`src/option_byte_pkg.sv`:
```
// Purpose: Shared constants and types for the option byte configuration store
// Assumes: Two 8-bit option bytes, byte select 0 or 1
// Notes:   Field positions, reset values and encodings live here only
package option_byte_pkg;

  localparam int          BYTE_W       = 8;
  localparam logic [7:0]  ERASED_BYTE  = 8'hFF;  // Blank flash content
  localparam logic [7:0]  ERASE_VALUE  = 8'h00;  // Content after protect removal
  localparam logic [7:0]  DEFAULT_B0   = 8'hFE;  // Factory default, byte zero
  localparam logic [7:0]  DEFAULT_B1   = 8'hEF;  // Factory default, byte one
  localparam logic        SEL_BYTE0    = 1'b0;
  localparam logic        SEL_BYTE1    = 1'b1;

  // Byte zero fields
  localparam int          B0_MAP_BIT   = 1;
  localparam int          B0_PROT_BIT  = 0;
  // Byte one fields
  localparam int          B1_CFOFF_BIT = 7;
  localparam int          B1_OSC_HI    = 6;
  localparam int          B1_OSC_LO    = 4;
  localparam int          B1_LVD_HI    = 3;
  localparam int          B1_LVD_LO    = 2;
  localparam int          B1_WHALT_BIT = 1;
  localparam int          B1_WSW_BIT   = 0;

  // Main clock source
  typedef enum logic [2:0] {
    OSC_EXT_CLOCK = 3'h7,
    OSC_INT_RC    = 3'h6,
    OSC_EXT_RC    = 3'h4,
    OSC_LP        = 3'h3,
    OSC_MP        = 3'h2,
    OSC_MS        = 3'h1,
    OSC_HS        = 3'h0
  } osc_src_t;

  // Low-voltage detector setting
  typedef enum logic [1:0] {
    LVD_OFF  = 2'h3,
    LVD_HIGH = 2'h2,
    LVD_MED  = 2'h1,
    LVD_LOW  = 2'h0
  } lvd_t;

  // Decoded configuration handed to clock, reset, watchdog and interrupt logic
  typedef struct packed {
    logic     irq_map_select;
    logic     portc_on_vec_b;   // 1: port C on second vector
    logic     readout_protect;
    logic     clock_filter_en;
    osc_src_t osc_select;
    logic     lvd_en;
    lvd_t     low_voltage_threshold;
    logic     watchdog_halt_reset;
    logic     watchdog_soft_enable;
  } cfg_t;

endpackage

```
`src/option_byte_config.sv`:
```
// Purpose: Non-volatile option byte store with programming-mode access and decode
// Assumes: Programming strobes are on core_clk; prog_mode_pin is asynchronous
// Notes:   Storage is modelled in flip-flops; por loads the blank or mask content
`timescale 1ns/1ps
`default_nettype none

// Contract
// - The option bytes have no processor address and are reachable only in programming mode.
// - Blank flash option bytes hold FFh.
// - interrupt_map_select 1 puts port A on vector a and ports B, C on vector b; 0 puts A, C on a.
// - readout_protect at 1 blocks external reads of program memory, at 0 allows them.
// - Clearing readout_protect erases all program memory and both option bytes to 00h.
// - clock_filter_off at 0 enables the clock filter and at 1 disables it.
// - osc_select picks external clock, internal RC, external RC or one of four resonators.
// - low_voltage_threshold 11 turns the detector off, else picks high, medium or low level.
// - watchdog_halt_reset at 1 resets on halt entry with watchdog active, at 0 it does not.
// - watchdog_soft_enable at 0 runs the watchdog from reset, at 1 waits for software.
// - Default content is FEh in byte zero and EFh in byte one.
// - In mask parts the option values are fixed and cannot be altered.
module option_byte_config
  import option_byte_pkg::*;
#(
  parameter bit         MASK_ROM   = 1'b0,
  parameter logic [7:0] MASK_BYTE0 = DEFAULT_B0,
  parameter logic [7:0] MASK_BYTE1 = DEFAULT_B1
) (
  input  wire logic         core_clk,
  input  wire logic         rst,
  input  wire logic         por,
  input  wire logic         prog_mode_pin,
  input  wire logic         prog_wr,
  input  wire logic         prog_rd,
  input  wire logic         prog_sel,
  input  wire logic [7:0]   prog_wdata,
  output logic [7:0]        prog_rdata,
  output logic              prog_rvalid,
  output logic              prog_refused,
  output logic              mem_erase,
  output logic              ext_pm_rd_block,
  input  wire logic         halt_entry,
  input  wire logic         wdg_active,
  input  wire logic         watchdog_soft_enable_enable,
  output logic              halt_reset_req,
  output logic              wdg_run,
  output cfg_t              cfg
);

  ////////////////////////////////////////////////////////////////////////////////
  // Decode helper

  // Turn the two raw bytes into the configuration fields
  function automatic cfg_t decode_cfg(input logic [7:0] b0, input logic [7:0] b1);
    cfg_t c;
    logic [2:0] osc;
    c   = '0;
    osc = b1[B1_OSC_HI:B1_OSC_LO];
    c.irq_map_select        = b0[B0_MAP_BIT];
    c.portc_on_vec_b        = b0[B0_MAP_BIT];
    c.readout_protect       = b0[B0_PROT_BIT];
    c.clock_filter_en       = ~b1[B1_CFOFF_BIT];
    case (osc)
      3'h7:    c.osc_select = OSC_EXT_CLOCK;
      3'h6:    c.osc_select = OSC_INT_RC;
      3'h5:    c.osc_select = OSC_EXT_RC;
      3'h4:    c.osc_select = OSC_EXT_RC;
      3'h3:    c.osc_select = OSC_LP;
      3'h2:    c.osc_select = OSC_MP;
      3'h1:    c.osc_select = OSC_MS;
      default: c.osc_select = OSC_HS;
    endcase
    c.low_voltage_threshold = lvd_t'(b1[B1_LVD_HI:B1_LVD_LO]);
    c.lvd_en                = (b1[B1_LVD_HI:B1_LVD_LO] != LVD_OFF);
    c.watchdog_halt_reset   = b1[B1_WHALT_BIT];
    c.watchdog_soft_enable  = b1[B1_WSW_BIT];
    return c;
  endfunction

  ////////////////////////////////////////////////////////////////////////////////
  // Programming mode synchroniser

  logic sync1_ff;
  logic prog_mode_ff;

  // Two stages before any logic sees the pin
  always_ff @(posedge core_clk) begin
    if (rst) begin
      sync1_ff     <= 1'b0;
      prog_mode_ff <= 1'b0;
    end else begin
      sync1_ff     <= prog_mode_pin;
      prog_mode_ff <= sync1_ff;
    end
  end

  ////////////////////////////////////////////////////////////////////////////////
  // Access qualification

  logic [7:0] nv_b0_ff;
  logic [7:0] nv_b1_ff;
  logic       acc_req;
  logic       wr_ok;
  logic       rd_ok;
  logic       clr_prot;

  // Only programming mode reaches the store; mask parts take no writes
  assign acc_req  = prog_wr | prog_rd;
  assign wr_ok    = prog_wr & prog_mode_ff & ~MASK_ROM & ~por;
  assign rd_ok    = prog_rd & ~prog_wr & prog_mode_ff & ~por;
  assign clr_prot = wr_ok & (prog_sel == SEL_BYTE0) & ~prog_wdata[B0_PROT_BIT]
                  & nv_b0_ff[B0_PROT_BIT];

  ////////////////////////////////////////////////////////////////////////////////
  // Option byte storage

  // Power-on loads blank or mask content; writes land only in programming mode
  always_ff @(posedge core_clk) begin
    if (por) begin
      nv_b0_ff <= MASK_ROM ? MASK_BYTE0 : ERASED_BYTE;
      nv_b1_ff <= MASK_ROM ? MASK_BYTE1 : ERASED_BYTE;
    end else if (clr_prot) begin
      nv_b0_ff <= ERASE_VALUE;
      nv_b1_ff <= ERASE_VALUE;
    end else if (wr_ok) begin
      if (prog_sel == SEL_BYTE0) begin
        nv_b0_ff <= prog_wdata;                                        // Upper bits as given
      end else begin
        nv_b1_ff <= prog_wdata;
      end
    end
  end

  ////////////////////////////////////////////////////////////////////////////////
  // Programming answers

  // Read data, read strobe, refusal and erase pulse
  always_ff @(posedge core_clk) begin
    if (rst || por) begin
      prog_rdata   <= 8'h00;
      prog_rvalid  <= 1'b0;
      prog_refused <= 1'b0;
      mem_erase    <= 1'b0;
    end else begin
      prog_rvalid  <= rd_ok;
      if (rd_ok) begin
        prog_rdata <= (prog_sel == SEL_BYTE0) ? nv_b0_ff : nv_b1_ff;
      end
      prog_refused <= acc_req & ~wr_ok & ~rd_ok;
      mem_erase    <= clr_prot;
    end
  end

  ////////////////////////////////////////////////////////////////////////////////
  // Read-out protection

  // Follows the stored bit one edge late, so an erase lifts it one edge after the store clears
  always_ff @(posedge core_clk) begin
    if (por) begin
      ext_pm_rd_block <= 1'b0;
    end else begin
      ext_pm_rd_block <= nv_b0_ff[B0_PROT_BIT];
    end
  end

  ////////////////////////////////////////////////////////////////////////////////
  // Configuration latch

  // Sampled throughout reset, frozen once reset is released
  always_ff @(posedge core_clk) begin
    if (rst) begin
      cfg <= decode_cfg(nv_b0_ff, nv_b1_ff);
    end
  end

  ////////////////////////////////////////////////////////////////////////////////
  // Watchdog and halt

  // Halt reset request and watchdog run level
  always_ff @(posedge core_clk) begin
    if (rst) begin
      halt_reset_req <= 1'b0;
      wdg_run        <= 1'b0;
    end else begin
      halt_reset_req <= halt_entry & wdg_active & cfg.watchdog_halt_reset;
      wdg_run        <= ~cfg.watchdog_soft_enable | watchdog_soft_enable_enable;
    end
  end
endmodule

`default_nettype wire

```
`config.mk`:
```
export PLATFORM = sky130hd
export DESIGN_NAME = option_byte_config
export DESIGN_NICKNAME = d
export VERILOG_FILES = /design/src/option_byte_pkg.sv /design/src/option_byte_config.sv
export SDC_FILE = /design/constraint.sdc
export NUM_CORES = 1
export LEC_CHECK = 0
export BUFFER_PORTS_ARGS = -buffer_cell sky130_fd_sc_hd__clkbuf_2
export CORE_MARGIN = 1.5
export CORE_UTILIZATION = 51
export CTS_BUF_LIST = sky130_fd_sc_hd__clkbuf_2 sky130_fd_sc_hd__clkbuf_4 sky130_fd_sc_hd__clkbuf_8
export DETAILED_ROUTE_END_ITERATION = 10
export GPL_TIMING_DRIVEN = 1
export PLACE_DENSITY_LB_ADDON = 0.12
export SLEW_MARGIN = 0
export SYNTH_ARGS = -nofsm -noshare
export SYNTH_HDL_FRONTEND = slang
export SYNTH_SLANG_ARGS = --single-unit
```
`constraint.sdc`:
```
create_clock -name core_clk -period 1.89 [get_ports core_clk]
set_input_delay 0.378 -clock core_clk [delete_from_list [all_inputs] [get_ports core_clk]]
set_output_delay 0.378 -clock core_clk [all_outputs]
set_load 0.03 [all_outputs]
```
; Word-level counts from Yosys, hierarchy flattened
; Index checks and enable logic that the tools add are counted.
[word_totals]
reg_bits = 43
inputBits = 18
output_inout_bits = 26
elab_cells = 64
[op_classes]
n_eq_ne = 9
mux = 8
bitwise = 22
reduce_logical = 6
[ops]
columns = cell, count
row1 = $mux 8, 7
row2 = $pmux 3 s6, 1
row3 = $and 1x1->1, 12
row4 = $eq 3x3->1 const B, 4
row5 = $not 1->1, 8
row6 = $eq 3x2->1 const B, 2
row7 = $reduce_and 2->1, 2
row8 = $reduce_bool 2->1, 2
row9 = $eq 3x1->1 const B, 1
row10 = $ne 2x1->1 const B, 1
row11 = $ne 2x2->1 const B, 1
row12 = $or 1x1->1, 2
row13 = $reduce_or 2->1, 1
row14 = $logic_or 1x1->1, 1

; Longest topological paths before layout
[depth]
word_depth = 7
mapped_depth = 5
mapped_depth_nobuf = 3

; Least setup slack after synthesis
; Ideal clock, no wire load.
[synth_path]
kind = input -> register
startpoint = input port por
endpoint = register prog_rdata[4]
setup_time_ns = 0.079
arrival_ns = 1.121
required_ns = 1.811
path_slack_ns = 0.690
cell_stages = 5
n_path_buf = 2
cell_sequence = nor4bb_4 -> buf_6 -> buf_12 -> nor2_2 -> a211oi_2
[synth_via]
elab_chain_cells = 2
word_cells_on_any_way = 3
classes_between = bitwise: 2 / reduce/logical: 1
[synth_lines]
columns = element, line
row1 = from (decl), option_byte_config.sv:29  ; input wire logic por,
row2 = $not 1->1, option_byte_config.sv:108  ; assign rd_ok = prog_rd & ~prog_wr & prog_mode_ff & ~por;
row3 = $and 1x1->1, option_byte_config.sv:108
row4 = to (signal assigned), option_byte_config.sv:145  ; prog_rdata <= (prog_sel == SEL_BYTE0) ? nv_b0_ff : nv_b1_ff;
row5 = to (decl), option_byte_config.sv:35  ; output logic [7:0] prog_rdata,
; Parallel ways exist; a longest one is shown, timed or not.
; A chain may end at the register's enable or synchronous reset.

; Final worst setup path
[layout_path]
startpoint = register prog_mode_ff
endpoint = register nv_b0_ff[5]
[layout_via]
elab_chain_cells = 7
word_cells_on_any_way = 9
classes_between = eq/ne: 1 / mux: 1 / bitwise: 5 / reduce/logical: 2
[layout_lines]
columns = element, line
row1 = from (decl), option_byte_config.sv:82  ; logic prog_mode_ff;
row2 = from (signal assigned), option_byte_config.sv:91  ; prog_mode_ff <= sync1_ff;
row3 = $and 1x1->1 (*) (2 in a row), option_byte_config.sv:107  ; assign wr_ok = prog_wr & prog_mode_ff & ~MASK_ROM & ~por;
row4 = $and 1x1->1 (2 in a row), option_byte_config.sv:109  ; assign clr_prot = wr_ok & (prog_sel == SEL_BYTE0) & ~prog_wdata[B0_PROT_BIT]
row5 = $and 1x1->1, option_byte_config.sv:110  ; & nv_b0_ff[B0_PROT_BIT];
row6 = $ne 2x1->1 (no line) / $reduce_bool 2->1 (equally long branches), --
row7 = $reduce_and 2->1 (no line), --
row8 = to (signal assigned), option_byte_config.sv:118  ; nv_b0_ff <= MASK_ROM ? MASK_BYTE0 : ERASED_BYTE;
row9 = to (signal assigned), option_byte_config.sv:125  ; nv_b0_ff <= prog_wdata;
row10 = to (decl), option_byte_config.sv:98  ; logic [7:0] nv_b0_ff;
; Every way passes the cells marked *; elsewhere a longest branch is shown, timed or not.

==> impl_metrics.tcl <==
set metrics [dict create \
    status "finished clean" \
    cts_tree "yes" \
    cp.arrival_ns 1.61 \
    antenna_found_initial 0 \
    drive_gt1_frac 0.360 \
    path_cells "nand4bb_1 -> a221o_1" \
    timing.rr.start "prog_mode_ff" \
    required_ns 2.12 \
    vias 1125 \
    clk_latency_ns 0.35 \
    power_leakage_nw 0.853 \
    avgSynthCellArea_sq_um 12.9 \
    clk_path_buf_depth 2 \
    ys_seq_area_frac 0.598 \
    htree_levels 2 \
    ys.flop_type "dfxtp_1" \
    post_cts_resized 0 \
    die_w_um 59.4 \
    final_cell_mix "43 x clkbuf_2, 32 x dfxtp_1, 14 x mux2i_1" \
    cap_violations 0 \
    initial_core_util 0.536 \
    cts_root_buf "clkbuf_4" \
    grt_pass1_wl_mm 4.90 \
    area_growth_pct 17.7 \
    worst-setup-path-type "reg2reg" \
    wire_per_inst_um 13.9 \
    rsz0062_at_grt "false" \
    critPathSlowestCell "a221o_1" \
    synth_nets 144 \
    cp-end-kind "flop" \
    core_area_sq_um 3030 \
    peakVddDrop_mv 0.390 \
    port_buffers 43 \
    clock-sinks 43 \
    finalSetupTns_ns 0 \
    hold_violations 0 \
    critical_path.startpoint_type "flop" \
    die_area_sq_um 3530 \
    cts_setup_buffers 0 \
    pre_cts_slack_ns 0.316 \
    max_clock_freq_ghz 0.727 \
    slew_viol_final 0 \
    netlist_area_sq_um 1620 \
    crit_fanout 9 \
    report.final.setup_viol 0 \
    grt_max_degree 18 \
    insertedDiodeCount 0 \
    grt_usage 0.188 \
    ys.warnings.count 0 \
    nets 189 \
    drcViolationCount 0 \
    maxSlewHeadroom 0.658 \
    netlist_instances 126 \
    synth-async-reset-ratio 0 \
    critPathMaxStageDelay_ns 0.46 \
    synthTopCellsByArea "dfxtp_1 39%, edfxtp_1 20%, mux2i_1 8.6%, a221o_1 4.3%, a211oi_1 2.8%" \
    fill_cells 246 \
    drt_iter0_markers 19 \
    wirelength_mm 3.01 \
    numCtsBuffers 5 \
    min_from "prog_wdata[0]" \
    p_per_area_nw_per_um2 811 \
    vias_per_cell 5.21 \
    tightest_slew_ns 0.510 \
    synth_top_area_share 0.394 \
    die_y_um 59.4 \
    cts_hold_buf 0 \
    path_clk_slew_ns 0.12 \
    synth_edf_count 11 \
    final_common_cell "clkbuf_2" \
    yosys.area.top_type "dfxtp_1" \
    worstHoldPathType "in2reg" \
    final_util 0.631 \
    place_congestion 0.763 \
    io_pins 44 \
    final.period_utilization 0.728 \
    finalWorstPathRequiredPeriod_ns 1.38 \
    dr.pass1.iters 4 \
    worst_slack_ns 0.515 \
    synth-seq-cells 43 \
    drtAntennaViolNets 0 \
    overflow 0 \
    grt_pass1_vias 1038 \
    synthDistinctLibCells 33 \
    skew_ns 0.0118 \
    row_count 20 \
    cp-startpoint "prog_mode_ff" \
    hpwlAfterDp_mm 2.10 \
]
==> synthesized netlist by cell type (2+ instances only) <==
cell type	n
a211oi_1	6
a221o_1	7
buf_2	2
buf_4	3
buf_6	2
clkbuf_1	2
dfxtp_1	32
edfxtp_1	11
inv_1	5
mux2i_1	14
nand2_1	4
nor2_1	8
nor2b_1	4
o21ai_0	7
==> worst max-delay path, delay by kind of cell (launching register included) <==
kind	cells	cell delay (ns)
AO/OA/AOI/OAI	1	0.46
flip-flops	1	0.45
AND/OR/NAND/NOR	1	0.37
==> layout make-up <==
class,instances,area [sq um],share of cell area
sequential,43,971,0.508
timing repair buffer,48,253,0.132
clock inverter,1,3.75,0.00196
tap,44,55.1,0.0288
multi-input combinational,68,552,0.289
clock buffer,7,58.8,0.0308
inverter,5,18.8,0.00982
==> power breakdown <==
group          leakage [nW]  internal (mW)  total [mW]  switching, mW
logic                 0.473         0.0424       0.112         0.0700
registers             0.344          0.959       0.967        0.00810
clock network        0.0364          0.193       0.471          0.278
total                 0.853           1.19        1.55          0.356
==> registers in the layout (all words and copies together) (netlist names) <==
| name | count |
|---|---|
| nv_b0_ff | 8 |
| cfg | 11 |
| prog_mode_ff | 1 |
| nv_b1_ff | 8 |
| prog_rdata | 8 |
| sync1_ff | 1 |
| prog_rvalid | 1 |
| halt_reset_req | 1 |
| wdg_run | 1 |
| prog_refused | 1 |
| ext_pm_rd_block | 1 |
| mem_erase | 1 |
==> layer usage <==
layer  vias up  track usage  routed length (um)
li1        550            -                   -
met1       528        0.251                1420
met2        45        0.290                1370
met3         2       0.0415                 207
met4         0       0.0877                  12
met5         -            0                   0
==> cells by family (layout without fill, tap and decap cells) <==
| kind of cell | after synthesis | in the layout | share of synthesized area |
|---|---|---|---|
| AO/OA/AOI/OAI | 27 | 27 | 0.136 |
| buffers and inverters | 15 | 61 | 0.0624 |
| multiplexers | 14 | 14 | 0.0863 |
| flip-flops | 43 | 43 | 0.598 |
| AND/OR/NAND/NOR | 27 | 27 | 0.118 |
==> per-stage QoR <==
stage | hold WS, ns | cells | power (mW) | cell area, sq um
2_1_floorplan | 0.414 | 126 | 1.05 | 1620
5_1_grt | 0.219 | 216 | 1.61 | 1910
6_report | 0.227 | 216 | 1.55 | 1910
3_5_place_dp | 0.425 | 208 | 1.10 | 1850
3_3_place_gp | 0.418 | 208 | 1.10 | 1850
4_1_cts | 0.227 | 216 | 1.55 | 1910
==> path summary, 6_finish.rpt <==
check	to	slack, ns	cells after the start
min reg2reg	prog_mode_ff	0.45	1
min	mem_erase	0.23	2
max	nv_b0_ff[5]	0.51	2
max reg2reg	nv_b0_ff[5]	0.51	2
(Power assumes the default switching activity.)
